**src/core/cpv_pkg.sv**
```systemverilog
// Package of constants and types for the codec power, clock and volume bank
//
// How it works
// RL1: Input format code 000 is standard inter-IC sound, 001..100 are LSB-justified 16/18/20/24 bit, 101 is MSB-justified.
// RL2: Unused format codes 110 and 111 fall back to the default format.
// RL3: DAC power bit 15 powers the DAC when set, powers it down when clear, and resets to one.
// RL4: The DAC power bit drives the DAC power output directly, with no gating by mute or anything else.
// RL5: ADC bias power bit 8 at zero leaves both ADC channels unpowered.
// RL6: With bias on, bit 10 alone powers the left ADC and bit 9 alone powers the right ADC.
// RL7: Bit 7 enables the DAC clock when set and stops it when clear.
// RL8: With auto stop bit 6 set and the fractional PLL unlocked, the interpolator is muted and the DAC clock stops.
// RL9: Bit 2 runs the decimator and ADC clock when set, resets to one.
// RL10: Bit 0 runs the interpolator and filter-stream DAC clock when set, resets to one.
// RL11: The volume register holds left attenuation in bits 15..8 and right in bits 7..0.
// RL12: Each fine volume step adds 0.25 dB attenuation, code zero is 0 dB, down to -52 dB.
// RL13: Reserved bits read as zero and writes to them are ignored.
package cpv_pkg;

  // ----------------------------------------------------------------
  // Register map
  // ----------------------------------------------------------------
  // Indexes count words, so every index maps to byte address index * 4
  localparam int unsigned IDX_FORMAT   = 32'h0000_0002;
  localparam int unsigned IDX_PWR_CLK  = 32'h0000_0004;
  localparam int unsigned IDX_VOLUME   = 32'h0000_0010;
  localparam int unsigned IDX_STATUS   = 32'h0000_0020;
  localparam logic [11:0] ADDR_FORMAT  = 12'(IDX_FORMAT * 4);
  localparam logic [11:0] ADDR_PWR_CLK = 12'(IDX_PWR_CLK * 4);
  localparam logic [11:0] ADDR_VOLUME  = 12'(IDX_VOLUME * 4);
  localparam logic [11:0] ADDR_STATUS  = 12'(IDX_STATUS * 4);

  localparam int unsigned BIT_DAC_PWR  = 15;
  localparam int unsigned BIT_ADC_L    = 10;
  localparam int unsigned BIT_ADC_R    = 9;
  localparam int unsigned BIT_ADC_BIAS = 8;
  localparam int unsigned BIT_DAC_CLK  = 7;
  localparam int unsigned BIT_DAC_AUTO = 6;
  localparam int unsigned BIT_DEC_CLK  = 2;
  localparam int unsigned BIT_INT_CLK  = 0;

  localparam logic [15:0] PWR_CLK_MASK  = 16'h8_7c5;
  localparam logic [15:0] PWR_CLK_RESET = 16'h8_705;
  localparam logic [15:0] FORMAT_MASK   = 16'h0_007;
  localparam logic [15:0] FORMAT_RESET  = 16'h0_000;
  localparam logic [15:0] VOLUME_RESET  = 16'h0_000;

  localparam int unsigned FINE_LAST_CODE = 208;
  localparam int unsigned QDB_PER_STEP   = 1;

  // ----------------------------------------------------------------
  // Types
  // ----------------------------------------------------------------
  typedef enum logic [2:0] {
    FMT_I2S    = 3'h0,
    FMT_LSB16  = 3'h1,
    FMT_LSB18  = 3'h2,
    FMT_LSB20  = 3'h3,
    FMT_LSB24  = 3'h4,
    FMT_MSB    = 3'h5
  } cpv_format_t;

  typedef struct packed {
    logic        psel;
    logic        penable;
    logic        pwrite;
    logic [11:0] paddr;
    logic [31:0] pwdata;
  } cpv_apb_req_t;

  typedef struct packed {
    logic        pready;
    logic        pslverr;
    logic [31:0] prdata;
  } cpv_apb_rsp_t;

  typedef struct packed {
    logic dac_power_on;
    logic adc_left_power_on;
    logic adc_right_power_on;
    logic dac_clock_run;
    logic interp_mute;
    logic decimator_clock_run;
    logic interp_clock_run;
  } cpv_ctrl_t;

  typedef struct packed {
    cpv_format_t format;
    logic [8:0]  left_qdb;
    logic [8:0]  right_qdb;
    logic        left_mute;
    logic        right_mute;
  } cpv_audio_t;

endpackage : cpv_pkg

```
**src/core/cpv_atten.sv**
```systemverilog
// Attenuation code decoder for one master volume channel
`timescale 1ns/1ps
module cpv_atten (
  input  wire logic [7:0] i_code,
  output logic      [8:0] o_qdb,
  output logic            o_fine
);
  import cpv_pkg::*;

  // --------------------------------------------------------------
  // Fine range decode
  // --------------------------------------------------------------
  // RL12: quarter dB steps
  always_comb begin
    o_fine = ({1'b0, i_code} <= 9'(FINE_LAST_CODE));
    o_qdb  = o_fine ? 9'(i_code) * 9'(QDB_PER_STEP) : 9'(FINE_LAST_CODE);
  end

endmodule : cpv_atten

```
**src/core/cpv_ctrl_decode.sv**
```systemverilog
// Decode of the power and clock register into control outputs
`timescale 1ns/1ps
module cpv_ctrl_decode (
  input  wire logic [15:0]       i_pwr_clk,
  input  wire logic              i_pll_locked,
  output cpv_pkg::cpv_ctrl_t     o_ctrl
);
  import cpv_pkg::*;

  logic auto_stop;

  always_comb begin
    // RL8: stop on unlock
    auto_stop = i_pwr_clk[BIT_DAC_AUTO] & ~i_pll_locked;
    // RL3: DAC power bit
    // RL4: direct, ungated
    o_ctrl.dac_power_on       = i_pwr_clk[BIT_DAC_PWR];
    // RL5: bias gates both
    // RL6: independent channels
    o_ctrl.adc_left_power_on  = i_pwr_clk[BIT_ADC_BIAS] & i_pwr_clk[BIT_ADC_L];
    o_ctrl.adc_right_power_on = i_pwr_clk[BIT_ADC_BIAS] & i_pwr_clk[BIT_ADC_R];
    // RL7: set enables clock
    o_ctrl.dac_clock_run      = i_pwr_clk[BIT_DAC_CLK] & ~auto_stop;
    o_ctrl.interp_mute        = auto_stop;
    // RL9: decimator clock
    o_ctrl.decimator_clock_run = i_pwr_clk[BIT_DEC_CLK];
    // RL10: interpolator clock
    o_ctrl.interp_clock_run   = i_pwr_clk[BIT_INT_CLK];
  end

endmodule : cpv_ctrl_decode

```
**src/core/cpv_regs.sv**
```systemverilog
// APB register bank for codec format, power, clock and master volume
//
// Register access over APB was decided locally.
`timescale 1ns/1ps
module cpv_regs (
  input  wire logic                  i_clk,
  input  wire logic                  i_reset_n,
  input  wire cpv_pkg::cpv_apb_req_t i_apb,
  input  wire logic                  i_pll_locked,
  output cpv_pkg::cpv_apb_rsp_t      o_apb,
  output cpv_pkg::cpv_ctrl_t         o_ctrl,
  output cpv_pkg::cpv_audio_t        o_audio
);
  import cpv_pkg::*;

  // --------------------------------------------------------------
  // State
  // --------------------------------------------------------------
  typedef struct packed {
    logic [15:0] format;
    logic [15:0] pwr_clk;
    logic [15:0] volume;
    logic [31:0] rdata;
    cpv_ctrl_t   ctrl;
    cpv_audio_t  audio;
  } cpv_state_t;

  cpv_state_t  state_r;
  cpv_state_t  state_nxt;
  cpv_ctrl_t   ctrl_c;
  logic [8:0]  left_qdb;
  logic [8:0]  right_qdb;
  logic        left_fine;
  logic        right_fine;
  logic        access;
  logic        mapped;
  cpv_format_t fmt_c;

  cpv_ctrl_decode u_decode (
    .i_pwr_clk    (state_r.pwr_clk),
    .i_pll_locked (i_pll_locked),
    .o_ctrl       (ctrl_c)
  );

  // RL11: left in upper byte
  cpv_atten u_left (
    .i_code (state_r.volume[15:8]),
    .o_qdb  (left_qdb),
    .o_fine (left_fine)
  );

  // RL11: right in lower byte
  cpv_atten u_right (
    .i_code (state_r.volume[7:0]),
    .o_qdb  (right_qdb),
    .o_fine (right_fine)
  );

  // --------------------------------------------------------------
  // Next state
  // --------------------------------------------------------------
  always_comb begin
    state_nxt = state_r;
    access    = i_apb.psel & i_apb.penable;
    mapped    = (i_apb.paddr == ADDR_FORMAT)  ||
                (i_apb.paddr == ADDR_PWR_CLK) ||
                (i_apb.paddr == ADDR_VOLUME)  ||
                (i_apb.paddr == ADDR_STATUS);
    if (access && i_apb.pwrite) begin
      // RL13: reserved bits dropped
      case (i_apb.paddr)
        ADDR_FORMAT:  state_nxt.format  = i_apb.pwdata[15:0] & FORMAT_MASK;
        ADDR_PWR_CLK: state_nxt.pwr_clk = i_apb.pwdata[15:0] & PWR_CLK_MASK;
        ADDR_VOLUME:  state_nxt.volume  = i_apb.pwdata[15:0];
        default:      state_nxt.rdata   = state_r.rdata;
      endcase
    end
    // Setup-phase read capture keeps prdata flopped for the access edge
    if (i_apb.psel && !i_apb.penable && !i_apb.pwrite) begin
      case (i_apb.paddr)
        ADDR_FORMAT:  state_nxt.rdata = {16'h0_000, state_r.format};
        ADDR_PWR_CLK: state_nxt.rdata = {16'h0_000, state_r.pwr_clk};
        ADDR_VOLUME:  state_nxt.rdata = {16'h0_000, state_r.volume};
        ADDR_STATUS:  state_nxt.rdata = {25'h000_0000, state_r.ctrl};
        default:      state_nxt.rdata = 32'h0000_0000;
      endcase
    end
    // RL1: format select
    case (state_r.format[2:0])
      3'h0: fmt_c = FMT_I2S;
      3'h1: fmt_c = FMT_LSB16;
      3'h2: fmt_c = FMT_LSB18;
      3'h3: fmt_c = FMT_LSB20;
      3'h4: fmt_c = FMT_LSB24;
      3'h5: fmt_c = FMT_MSB;
      // RL2: unused codes default
      default: fmt_c = FMT_I2S;
    endcase
    state_nxt.ctrl             = ctrl_c;
    state_nxt.audio.format     = fmt_c;
    state_nxt.audio.left_qdb   = left_qdb;
    state_nxt.audio.right_qdb  = right_qdb;
    // Codes past the fine range treated as full mute here
    state_nxt.audio.left_mute  = ~left_fine | ctrl_c.interp_mute;
    state_nxt.audio.right_mute = ~right_fine | ctrl_c.interp_mute;
  end

  // --------------------------------------------------------------
  // Registers
  // --------------------------------------------------------------
  always_ff @(posedge i_clk or negedge i_reset_n) begin
    if (!i_reset_n) begin
      state_r.format  <= FORMAT_RESET;
      state_r.pwr_clk <= PWR_CLK_RESET;
      state_r.volume  <= VOLUME_RESET;
      state_r.rdata   <= 32'h0000_0000;
      state_r.ctrl    <= '0;
      state_r.audio   <= '0;
    end else begin
      state_r <= state_nxt;
    end
  end

  // --------------------------------------------------------------
  // Bus answer
  // --------------------------------------------------------------
  always_comb begin
    o_apb.pready  = 1'b1;
    o_apb.pslverr = i_apb.psel & i_apb.penable & ~mapped;
    o_apb.prdata  = state_r.rdata;
  end

  assign o_ctrl  = state_r.ctrl;
  assign o_audio = state_r.audio;

endmodule : cpv_regs

```
**config.mk**
```make
export PLATFORM = sky130hd
export DESIGN_NAME = cpv_regs
export DESIGN_NICKNAME = d
export VERILOG_FILES = /design/src/core/cpv_pkg.sv /design/src/core/cpv_atten.sv /design/src/core/cpv_ctrl_decode.sv /design/src/core/cpv_regs.sv
export SDC_FILE = /design/constraint.sdc
export NUM_CORES = 1
export LEC_CHECK = 0
export BUFFER_PORTS_ARGS = -buffer_cell sky130_fd_sc_hd__buf_2
export CORE_ASPECT_RATIO = 1.4
export CORE_MARGIN = 5
export CORE_UTILIZATION = 30
export CTS_CLUSTER_DIAMETER = 60
export DETAILED_ROUTE_END_ITERATION = 12
export SETUP_SLACK_MARGIN = 0.1
export SYNTH_ARGS = -nofsm -noshare
export SYNTH_HDL_FRONTEND = slang
export SYNTH_SLANG_ARGS = --single-unit
export TNS_END_PERCENT = 50
```
**constraint.sdc**
```tcl
create_clock -name i_clk -period 4.05 [get_ports i_clk]
set_input_delay 0 -clock i_clk [delete_from_list [all_inputs] [get_ports i_clk]]
set_output_delay 0 -clock i_clk [all_outputs]
set_load 0.01 [all_outputs]
```
# Word level (Yosys, flattened, before mapping)
# Index checks and enable logic that the tools add are counted.
dict set report op_classes {
  order_cmp 2
  n_eq_ne 9
  n_mux 5
  n_bitwise 13
  n_reduce_logical 11
}
# cell n
set ops {}
lappend ops {{one-hot mux 16 bit (4 select lines)} 1}
lappend ops {{2-to-1 mux 32 bit} 1}
lappend ops {{<= comparator 8 bit, second input constant} 2}
lappend ops {{2-to-1 mux 8 bit} 2}
lappend ops {{one-hot mux 3 bit (5 select lines)} 1}
lappend ops {{equality test 12 x 4 -> 1 bit, second input constant} 1}
lappend ops {{equality test 12 x 5 -> 1 bit, second input constant} 1}
lappend ops {{equality test 12 x 7 -> 1 bit, second input constant} 1}
lappend ops {{equality test 12 x 8 -> 1 bit, second input constant} 1}
lappend ops {{bitwise AND 1 bit} 6}
lappend ops {{equality test 3 x 2 -> 1 bit, second input constant} 2}
lappend ops {{equality test 3 bit, second input constant} 2}
lappend ops {{AND reduction 2 bit} 3}
lappend ops {{inverter 1 bit} 5}
lappend ops {{equality test 3 x 1 -> 1 bit, second input constant} 1}
lappend ops {{logical AND 1 bit} 3}
lappend ops {{logical OR 1 bit} 3}
lappend ops {{logical NOT 1 bit} 2}
lappend ops {{bitwise OR 1 bit} 2}
dict set report totals {
  ff_bits 89
  inputBits 50
  out_inout_bits 64
  wordCells 56
}

# Longest topological paths before layout
# Gate-level depths: netlist of run 1.
dict set report logic_depth {
  depth_word 6
  mapped_depth 6
  depth_no_buf 4
}

# Cells and area by module
# From an unflattened synthesis of run 1, not the netlist that was laid out.
dict set report hier_totals {
  hier_cells 280
  hier_area_um2 3495.9
}
# mod instances cells_each area_each_um2 seq_area_each_um2
set modules_own_cells {}
lappend modules_own_cells {cpv_regs 1 246 3245.6 1834.3}
lappend modules_own_cells {cpv_atten 2 13 92.6 0.0}
lappend modules_own_cells {cpv_ctrl_decode 1 8 65.1 0.0}

# Worst setup path after synthesis of run 1
# OpenSTA, ideal clock, no wires.
dict set report synth_path {
  path_kind {input port to flip-flop}
  from {input i_apb[42] in the netlist's numbering}
  to {register state_r[67] in the netlist's numbering}
  setup_time_ps 125
  arrival_ps 1237
  t_required_ps 3925
  slack_ps 2688
  stages 6
  path_buffers 2
  path_cell_list {nor4_4 > and2_4 > and4_1 > buf_6 > buf_12 > mux2_4}
}
dict set report synth_via {
  elab_chain_cells 2
}
# item line_no
set synth_rtl {}
lappend synth_rtl {{start: declaration} cpv_regs.sv:8} ;# input wire cpv_pkg::cpv_apb_req_t i_apb,
lappend synth_rtl {{equality test 12 x 7 -> 1 bit} cpv_regs.sv:71} ;# case (i_apb.paddr)
lappend synth_rtl {{AND reduction 2 bit (no line)} --}
lappend synth_rtl {{end signal: assignment} cpv_regs.sv:120} ;# state_r <= state_nxt;
lappend synth_rtl {{end: declaration} cpv_regs.sv:28} ;# cpv_state_t state_r;
# Every way passes these cells.
# A chain may end at the register's enable or synchronous reset.

# Worst setup path after layout of run 1
dict set report layout_path {
  from {input i_apb[41] in the netlist's numbering}
  to {register state_r[65] in the netlist's numbering}
}
# The elaborated chain is that of the path after synthesis.

==> results.cfg, run 1 <==
[grt]
grt_max_degree = 38
grt_pass1_vias = 2310
track_usage = 0.119
grt_pass1_wl_mm = 12.1
grt_overflow = 0
antenna_found_initial = 0

[final_layout]
nets = 394
stdcell_count = 491
drive_above_1_share = 0.389
multi_input_area_um2 = 1130
stdcell_area_um2 = 4010
layout_commonest_cell = buf_2
insertedDiodeCount = 0
seqCellArea_um2 = 1780
layout_common_cells = buf_2 (78), dfrtp_1 (65), nand2_1 (28), nand3_1 (19), conb_1 (19)
area_delta_synth_final_pct = 16.8
fillers = 1146
postLayoutCoreUtil = 0.355

[clocking]
cts_sinks = 71
clock_path_buffers = 2
htree_levels = 3
cts_setup_buffers = 0
clk_pin_slew_ns = 0.05
cts_tree = built
numCtsBuffers = 9
clockRootBuffer = clkbuf_16
clk_latency_ns = 0.33

[power]
vdd_ir_drop_max_mv = 0.163
leakage_nw = 2.07
finalPower_mw = 1.65
power.density_nw_per_um2 = 411

[floorplan]
start_util = 0.304
die_w_um = 100
rows = 46
io_pins = 114
coreArea_um2 = 11300
die_h_um = 137
dieArea_um2 = 13700

[synthesis]
synth_top_family_by_area = buffers and inverters
yosys_warnings = 0
synth_compound_area_frac = 0.0638
syn_inst = 295
yosys.area_share.simple = 0.136
synth.cell_area_um2 = 3430
synth_mux_area_frac = 0.0995
ys_ff_latch = 71
synthDistinctLibCells = 41
synth_xor_area_frac = 0.00255
seq_area_frac_synth = 0.520
avgSynthCellArea_um2 = 11.6
synth-adder-area-share = 0.00729

[outcome]
outcome = complete, no violations

[worst_hold_path]
hold_depth = 3
min_path_type = in2reg

[critical_path]
critPathKind = in2reg
reg2reg_to = o_audio[11]
start_kind = primary input
worstPathRequired_ns = 4.25
reg2reg_from = state_r[72]
crit_arrival_ns = 2.09
end_kind = flip-flop
ff2ff_setup_slack_ns = 2.51
worstPathMaxFanout = 16
startpoint = i_apb[41]
rr_worst_depth = 3
endpoint = state_r[65]

[routing]
drt_iter0_drc = 95
vias = 2189
first_pass_iters = 4
post-route-drc-count = 0
wl_per_cell_um = 15.8
ant_nets = 0
drt_wl_total_mm = 7.75
routed_via_density = 4.46

[place]
gp_congestion = 0.761
io_buffer_count = 78
dp_cells = 458
dp_hpwl_mm = 5.72
placement.cell_area_um2 = 3510

[sta]
rsz0062_at_grt = false
relSlewSlack = 0.290
fin_skew_ns = 0.00591
fin_setup_tns_ns = 0
drv_slew = 0
finalSetupViolCount = 0
post-route-period-util = 0.467
hold_viol = 0
tightest_slew_ns = 1.07
min_period_ns = 1.89
clock.fmax_mhz = 529

[flow_run]
max_cap_viol_count = 0
-- cell type report --
type	count	area share
clock buffer	11	0.0630
clock inverter	5	0.0200
inverter	3	0.00281
multi-input combinational	161	0.283
sequential	71	0.445
tap	144	0.0449
timing repair buffer	96	0.142
-- flip-flops by register name (all words and copies together) (netlist names) --
| register | cells |
|---|---|
| o_apb | 16 |
| o_audio | 21 |
| o_ctrl | 7 |
| state_r | 27 |
-- power breakdown --
group / leakage, nW / switching, mW / internal [mW] / total [mW]
combinational: 0.937 / 0.0454 / 0.0286 / 0.0740
sequential: 0.970 / 0.000480 / 0.711 / 0.711
clock: 0.158 / 0.293 / 0.571 / 0.865
-- worst min-delay path by stage --
| stage | startpoint | to | slack [ns] |
|---|---|---|---|
| global route | i_pll_locked | o_ctrl[2] | 0.05 |
| finish | i_pll_locked | o_ctrl[2] | 0.04 |
| detailed placement | i_reset_n | o_audio[20] | 0.14 |
| global placement | i_reset_n | o_audio[20] | 0.12 |
| floorplan | i_reset_n | o_apb[0] | -0.30 |
| CTS | i_apb[37] | o_apb[0] | 0.04 |
-- repair_timing --
action | CTS | global route
hold endpoints to repair | 56 | 0
gates resized for setup | 0 | 0
hold buffers | 17 | 0
-- critical path, cell delays in order --
cell    delay [ns]
buf_2         0.10
nor3_1        0.39
and2_4        0.27
and4_1        0.91
mux2_2        0.43
-- routing by layer --
metal  vias to the layer above  part of all wire  global-route usage
li1                       1018                 -                   -
met3                        13             0.067              0.0301
met5                         -                 0                   0
met4                         0             0.022              0.0629
met1                      1067              0.40               0.137
met2                        91              0.51               0.201
-- cell usage after synthesis (all sizes together) --
cell type,number,area (µm²)
a211oi,1,7.51
a21boi,2,15.0
a21oi,1,5.00
a22o,3,26.3
a22oi,5,37.5
a32oi,6,52.6
and2,14,90.1
and2b,1,7.51
and3,2,12.5
and4,2,18.8
and4b,1,11.3
buf,68,534
clkbuf,9,33.8
conb,2,7.51
dfrtp,65,1630
dfstp,6,158
ha,2,25.0
inv,3,11.3
mux2,27,342
nand2,28,105
nand2b,3,18.8
nand3,19,95.1
nand4,1,6.26
nor2,5,18.8
nor2b,1,6.26
nor3,2,10.0
nor4,1,21.3
nor4b,2,23.8
o211ai,2,15.0
o21a,1,7.51
o21ai,4,20.0
o311a,1,10.0
o41a,2,22.5
or4,2,22.5
xor2,1,8.76
-- cells by family (layout without fill, tap and decap cells) --
family | after synthesis | after routing
AOI/OAI and AO/OA | 28 | 28
xor gates and xnor gates | 1 | 1
adders and majority gates | 2 | 2
buffers and inverters | 80 | 115
DFF | 71 | 71
muxes | 27 | 27
other | 2 | 19
and+or+nand+nor | 84 | 84
-- per-stage QoR --
step	worst slack, ns	hold slack (ns)
after global placement	1.84	0.116
after floorplan	2.69	-0.296
after CTS	2.17	0.0401
after detailed placement	1.82	0.135
after global routing	2.06	0.0491
final	2.16	0.0407
(Power assumes the default switching activity.)
==> run 2, diff against run 1 <==
--- a/config.mk
+++ b/config.mk
@@ -5,6 +5,7 @@
 export SDC_FILE = /design/constraint.sdc
 export NUM_CORES = 1
 export LEC_CHECK = 0
+export ABC_AREA = 1
 export BUFFER_PORTS_ARGS = -buffer_cell sky130_fd_sc_hd__buf_2
 export CORE_ASPECT_RATIO = 1.4
 export CORE_MARGIN = 5
==> constraint.sdc (replaced) <==
create_clock -name i_clk -period 1.5 [get_ports i_clk]
set_input_delay 0 -clock i_clk [delete_from_list [all_inputs] [get_ports i_clk]]
set_output_delay 0 -clock i_clk [all_outputs]
set_load 0.01 [all_outputs]
==> results.cfg, run 2 <==
[outcome]
outcome = complete, no violations

[flow_run]
max_cap_viol_count = 0

[grt]
grt_pass1_wl_mm = 13.2
antenna_found_initial = 0
track_usage = 0.121
grt_max_degree = 27
grt_pass1_vias = 2717
grt_overflow = 0

[floorplan]
coreArea_um2 = 11800
io_pins = 114
die_w_um = 102
dieArea_um2 = 14300
rows = 47
start_util = 0.305
die_h_um = 139

[synthesis]
async_flop_share = 1.00
synth.largest_area_cell = dfrtp_1
synth_common_cells = nand2_1 (100), dfrtp_1 (65), buf_4 (63), inv_1 (39), nor2_1 (26)
ys.flop_type = dfrtp_1
syn_inst = 397
yosys_warnings = 0
synth_edf_count = 0
synth.cell_area_um2 = 3590
synth_top_cell_area_share = 0.453
ys_ff_latch = 71
avgSynthCellArea_um2 = 9.04
synthDistinctLibCells = 29
seq_area_frac_synth = 0.497
synth.area.top_cells = dfrtp_1 (45%), buf_4 (13%), nand2_1 (10%)
yosysMostFrequentCell = nand2_1

[worst_hold_path]
min_path_type = in2reg
hold_depth = 5
whs_endpoint = state_r[66]
hold_path_startpoint = i_apb[44]

[place]
gp_congestion = 0.826
dp_hpwl_mm = 6.37
placement.cell_area_um2 = 3760
io_buffer_count = 78

[clocking]
clock_path_buffers = 2
post_cts_resized = 0
clockRootBuffer = clkbuf_16
cts_tree = built
clk_latency_ns = 0.33
cts_setup_buffers = 0
numCtsBuffers = 9
htree_levels = 3
cts_hold_buffers = 18
clk_pin_slew_ns = 0.05
cts_sinks = 71

[final_layout]
layout_common_cells = nand2_1 (100), buf_2 (78), dfrtp_1 (65), inv_1 (39), nor2_1 (26)
insertedDiodeCount = 0
layout_commonest_cell = nand2_1
drive_above_1_share = 0.326
stdcell_area_um2 = 4220
nets = 504
area_delta_synth_final_pct = 17.5
top_register = state_r
largest_reg_flops = 27

[critical_path]
critPathKind = reg2reg
reg2reg_to = o_audio[6]
end_kind = flip-flop
reg2reg_from = state_r[65]
worstPathRequired_ns = 1.71
crit_arrival_ns = 1.56
ff2ff_setup_slack_ns = 0.15
start_kind = flip-flop
worstPathMaxFanout = 6
rr_worst_depth = 5

[sta]
min_period_ns = 1.35
relSlewSlack = 0.662
finalSetupViolCount = 0
tightest_slew_ns = 0.507
post-route-period-util = 0.901
fin_skew_ns = 0.00391
clock.fmax_mhz = 740
fin_setup_tns_ns = 0
hold_viol = 0
drv_slew = 0
rsz0062_at_grt = false

[routing]
ant_nets = 0
post-route-drc-count = 0
wl_per_cell_um = 13.4
vias = 2568
drt_iter0_drc = 113
first_pass_iters = 6
drt_wl_total_mm = 8.09
routed_via_density = 4.25

[power]
pwr-share-seq = 0.468
sw_frac_of_total = 0.219
pwr-share-comb = 0.056
internal-power_mw = 3.20
p_switching_uw = 901
power.density_nw_per_um2 = 974
vdd_ir_drop_max_mv = 0.488
p_clk_frac = 0.476
leakage_nw = 2.29
## run 2: changes by cell type after synthesis, moves of 13 or more
cell,delta
and2_1,-13
inv_1,+36
mux2_2,-17
nand2_1,+72
nor2_1,+21
o21ai_2,+18
## run 2: routing by layer
layer	track usage	vias to the layer above	part of all wire
met2	0.207	75	0.52
met5	0	-	0
met3	0.0341	23	0.057
met4	0.0698	0	0.045
met1	0.130	1206	0.38
li1	-	1264	-
## run 2: cell type report
type | instances | area [µm²]
clock buffer | 12 | 256
clock inverter | 4 | 20.0
fill | 1221 | 7540
inverter | 40 | 150
multi-input combinational | 228 | 1170
sequential | 71 | 1780
tap | 147 | 184
timing repair buffer | 102 | 653
## run 2: cells by family after synthesis
logic type,Yosys count,synth area share
and+or+nand+nor,167,0.215
adders and majority gates,2,0.00697
buffers and inverters,115,0.195
AOI/OAI and AO/OA,40,0.0840
other,2,0.00209
DFF,71,0.497
## run 2: critical path, cell delays in order, from the launching register on
cell,delay [ns]
dfrtp_1,0.38
inv_1,0.11
nand4_1,0.11
a21oi_1,0.20
nor2_1,0.13
or2_2,0.29
## run 2: how the worst max path moves through the flow
stage                      startpoint          to  cells past startpoint  slack [ns]
after global placement    state_r[65]  o_audio[6]                      5        0.20
after floorplan           state_r[65]  o_audio[6]                      5        0.32
after detailed placement  state_r[65]  o_audio[6]                      5        0.17
final                     state_r[65]  o_audio[6]                      5        0.15
after CTS                 state_r[65]  o_audio[6]                      5        0.15
after global routing      state_r[65]  o_audio[6]                      5        0.12
## run 2: power by group through the flow
stage	clock, mW	combinational, mW	sequential (mW)
detailed placement	0	0.201	1.95
floorplan	0	0.117	1.95
global route	2.09	0.262	1.92
CTS	2.00	0.238	1.92
global placement	0	0.196	1.95
finish	1.95	0.232	1.92
## run 2: per-stage QoR
stage / cells / total power [mW] / utilization / hold slack [ns] / setup slack [ns]
final: 604 / 4.11 / 0.359 / 0.162 / 0.148
after global routing: 604 / 4.27 / 0.359 / 0.189 / 0.119
after CTS: 604 / 4.16 / 0.359 / 0.157 / 0.154
after detailed placement: 570 / 2.15 / 0.320 / -0.00912 / 0.168
after global placement: 570 / 2.15 / 0.320 / -0.0150 / 0.198
after floorplan: 414 / 2.07 / - / -0.296 / 0.316
==> run 3, diff against run 2 <==
--- a/config.mk
+++ b/config.mk
@@ -10,6 +10,7 @@
 export CORE_ASPECT_RATIO = 1.4
 export CORE_MARGIN = 5
 export CORE_UTILIZATION = 30
+export CTS_BUF_LIST = sky130_fd_sc_hd__clkbuf_16
 export CTS_CLUSTER_DIAMETER = 60
 export DETAILED_ROUTE_END_ITERATION = 12
 export SETUP_SLACK_MARGIN = 0.1
==> constraint.sdc (replaced) <==
create_clock -name i_clk -period 1.23 [get_ports i_clk]
set_input_delay 0 -clock i_clk [delete_from_list [all_inputs] [get_ports i_clk]]
set_output_delay 0 -clock i_clk [all_outputs]
set_load 0.01 [all_outputs]
==> results.cfg, run 3 (same netlist as run 2, synthesis figures left out) <==
[outcome]
outcome = complete, no violations

[routing]
vias = 2554
wl_per_cell_um = 13.1
routed_via_density = 4.15
first_pass_iters = 4
drt_wl_total_mm = 8.05
drt_iter0_drc = 191
post-route-drc-count = 0
ant_nets = 0

[critical_path]
cp_num_cells = 5
cp_top_family = simple AND/OR/NAND/NOR gates
end_kind = flip-flop
slowest_stage = dfrtp_1
worstPathMaxFanout = 2
worstPathCellList = inv_1 > nand4_1 > a21oi_2 > nor2_2 > or2_4
crit_buf_inv = 1
worstPathRequired_ns = 1.45
rr_worst_depth = 5
crit_arrival_ns = 1.37
start_kind = flip-flop
max_stage_delay_ns = 0.37
critPathKind = reg2reg

[final_layout]
nets = 516
stdcell_count = 616
insertedDiodeCount = 0
fillers = 1213
area_delta_synth_final_pct = 22.2
drive_above_1_share = 0.367
layout_commonest_cell = nand2_1
seqCellArea_um2 = 1780
multi_input_area_um2 = 1200
layout_common_cells = nand2_1 (100), buf_2 (78), dfrtp_1 (65), inv_1 (36)
largest_reg_flops = 27
top_register = state_r

[power]
power.density_nw_per_um2 = 1230
pwr-share-comb = 0.052
pwr-share-seq = 0.434
p_clk_frac = 0.514
internal-power_mw = 4.22
p_switching_mw = 1.17
vdd_ir_drop_max_mv = 0.538
finalPower_mw = 5.39
leakage_nw = 2.36
sw_frac_of_total = 0.217

[sta]
clock.fmax_mhz = 869
hold_viol = 0
rsz0062_at_grt = true
holdWs_ns = 0.0288
min_period_ns = 1.15
drv_slew = 0
finalSetupViolCount = 0
fin_skew_ns = 0.00335
fin_setup_tns_ns = 0
post-route-period-util = 0.935
setup_slack_ns = 0.0795

[floorplan]
rows = 47
dieArea_um2 = 14300
coreArea_um2 = 11800
start_util = 0.305
die_w_um = 102
die_h_um = 139
io_pins = 114

[grt]
grt_pass1_wl_mm = 12.8
track_usage = 0.117
antenna_found_initial = 0
grt_pass1_vias = 2560
grt_max_degree = 72
grt_overflow = 0

[clocking]
htree_levels = 3
clk_latency_ns = 0.33
clockRootBuffer = clkbuf_16
numCtsBuffers = 9
clock_path_buffers = 2
cts_sinks = 71
cts_tree = built
clk_pin_slew_ns = 0.06

[place]
dp_cells = 577
dp_slack_ns = 0.0390
dp_hpwl_mm = 6.12
gp_congestion = 0.826
io_buffer_count = 78

[flow_run]
max_cap_viol_count = 0

[worst_hold_path]
min_path_type = in2reg
hold_depth = 5
run 3: cell count changes in the layout (fill, tap and decap cells not counted), moves of 3 or more:
cell	change
nor2_2	+5
inv_2	+3
buf_4	+12
nor2_1	-7
clkinv_2	-4
inv_1	-3
run 3: worst paths after layout:
check | startpoint | to | slack [ns]
setup / recovery | state_r[63] | o_audio[6] | 0.08
hold / removal | i_apb[45] | o_apb[2] | 0.03
setup reg to reg | state_r[63] | o_audio[6] | 0.08
hold reg to reg | state_r[93] | o_ctrl[6] | 0.41
max in group asynchronous | i_reset_n | state_r[93] | 0.67
min in group asynchronous | i_reset_n | o_audio[22] | 0.21
run 3: layout make-up:
cell class / instances / area share
inverters: 40 / 0.0342
multi-input cells: 228 / 0.274
clock inverters: 7 / 0.0220
flip-flops and latches: 71 / 0.407
repair buffers: 114 / 0.169
clock buffers: 9 / 0.0514
well taps: 147 / 0.0419
run 3: stage by stage:
step / util / area, µm²
floorplan: - / 3660
finish: 0.373 / 4390
global placement: 0.325 / 3820
global route: 0.373 / 4390
detailed placement: 0.325 / 3820
CTS: 0.370 / 4350
run 3: worst min-delay path, delay by kind of cell:
family / cells / cell delay (ns)
buffers and inverters: 1 / 0.09
AND/OR/NAND/NOR: 4 / 0.24
run 3: layer usage:
| metal | wire [µm] | part of all wire | up-vias | global-route usage |
|---|---|---|---|---|
| li1 | - | - | 1283 | - |
| met1 | 3230 | 0.40 | 1183 | 0.140 |
| met2 | 4080 | 0.51 | 79 | 0.193 |
| met3 | 577 | 0.072 | 9 | 0.0346 |
| met4 | 161 | 0.020 | 0 | 0.0498 |
| met5 | 0 | 0 | - | 0 |
run 3: power by group through the flow:
| stage | combinational (mW) | clock (mW) | sequential (mW) |
|---|---|---|---|
| after floorplan | 0.143 | 0 | 2.38 |
| after global placement | 0.238 | 0 | 2.38 |
| after detailed placement | 0.241 | 0 | 2.38 |
| after CTS | 0.287 | 2.84 | 2.34 |
| after global routing | 0.316 | 2.93 | 2.34 |
| final | 0.280 | 2.77 | 2.34 |
run 3: timing repair:
action	CTS	global route
buffers inserted	3	2
setup endpoints to repair	7	9
hold buffers	18	0
gates cloned	0	0
gates resized for setup	4	6
pin swaps	3	2
endpoints found under the hold margin	94	0
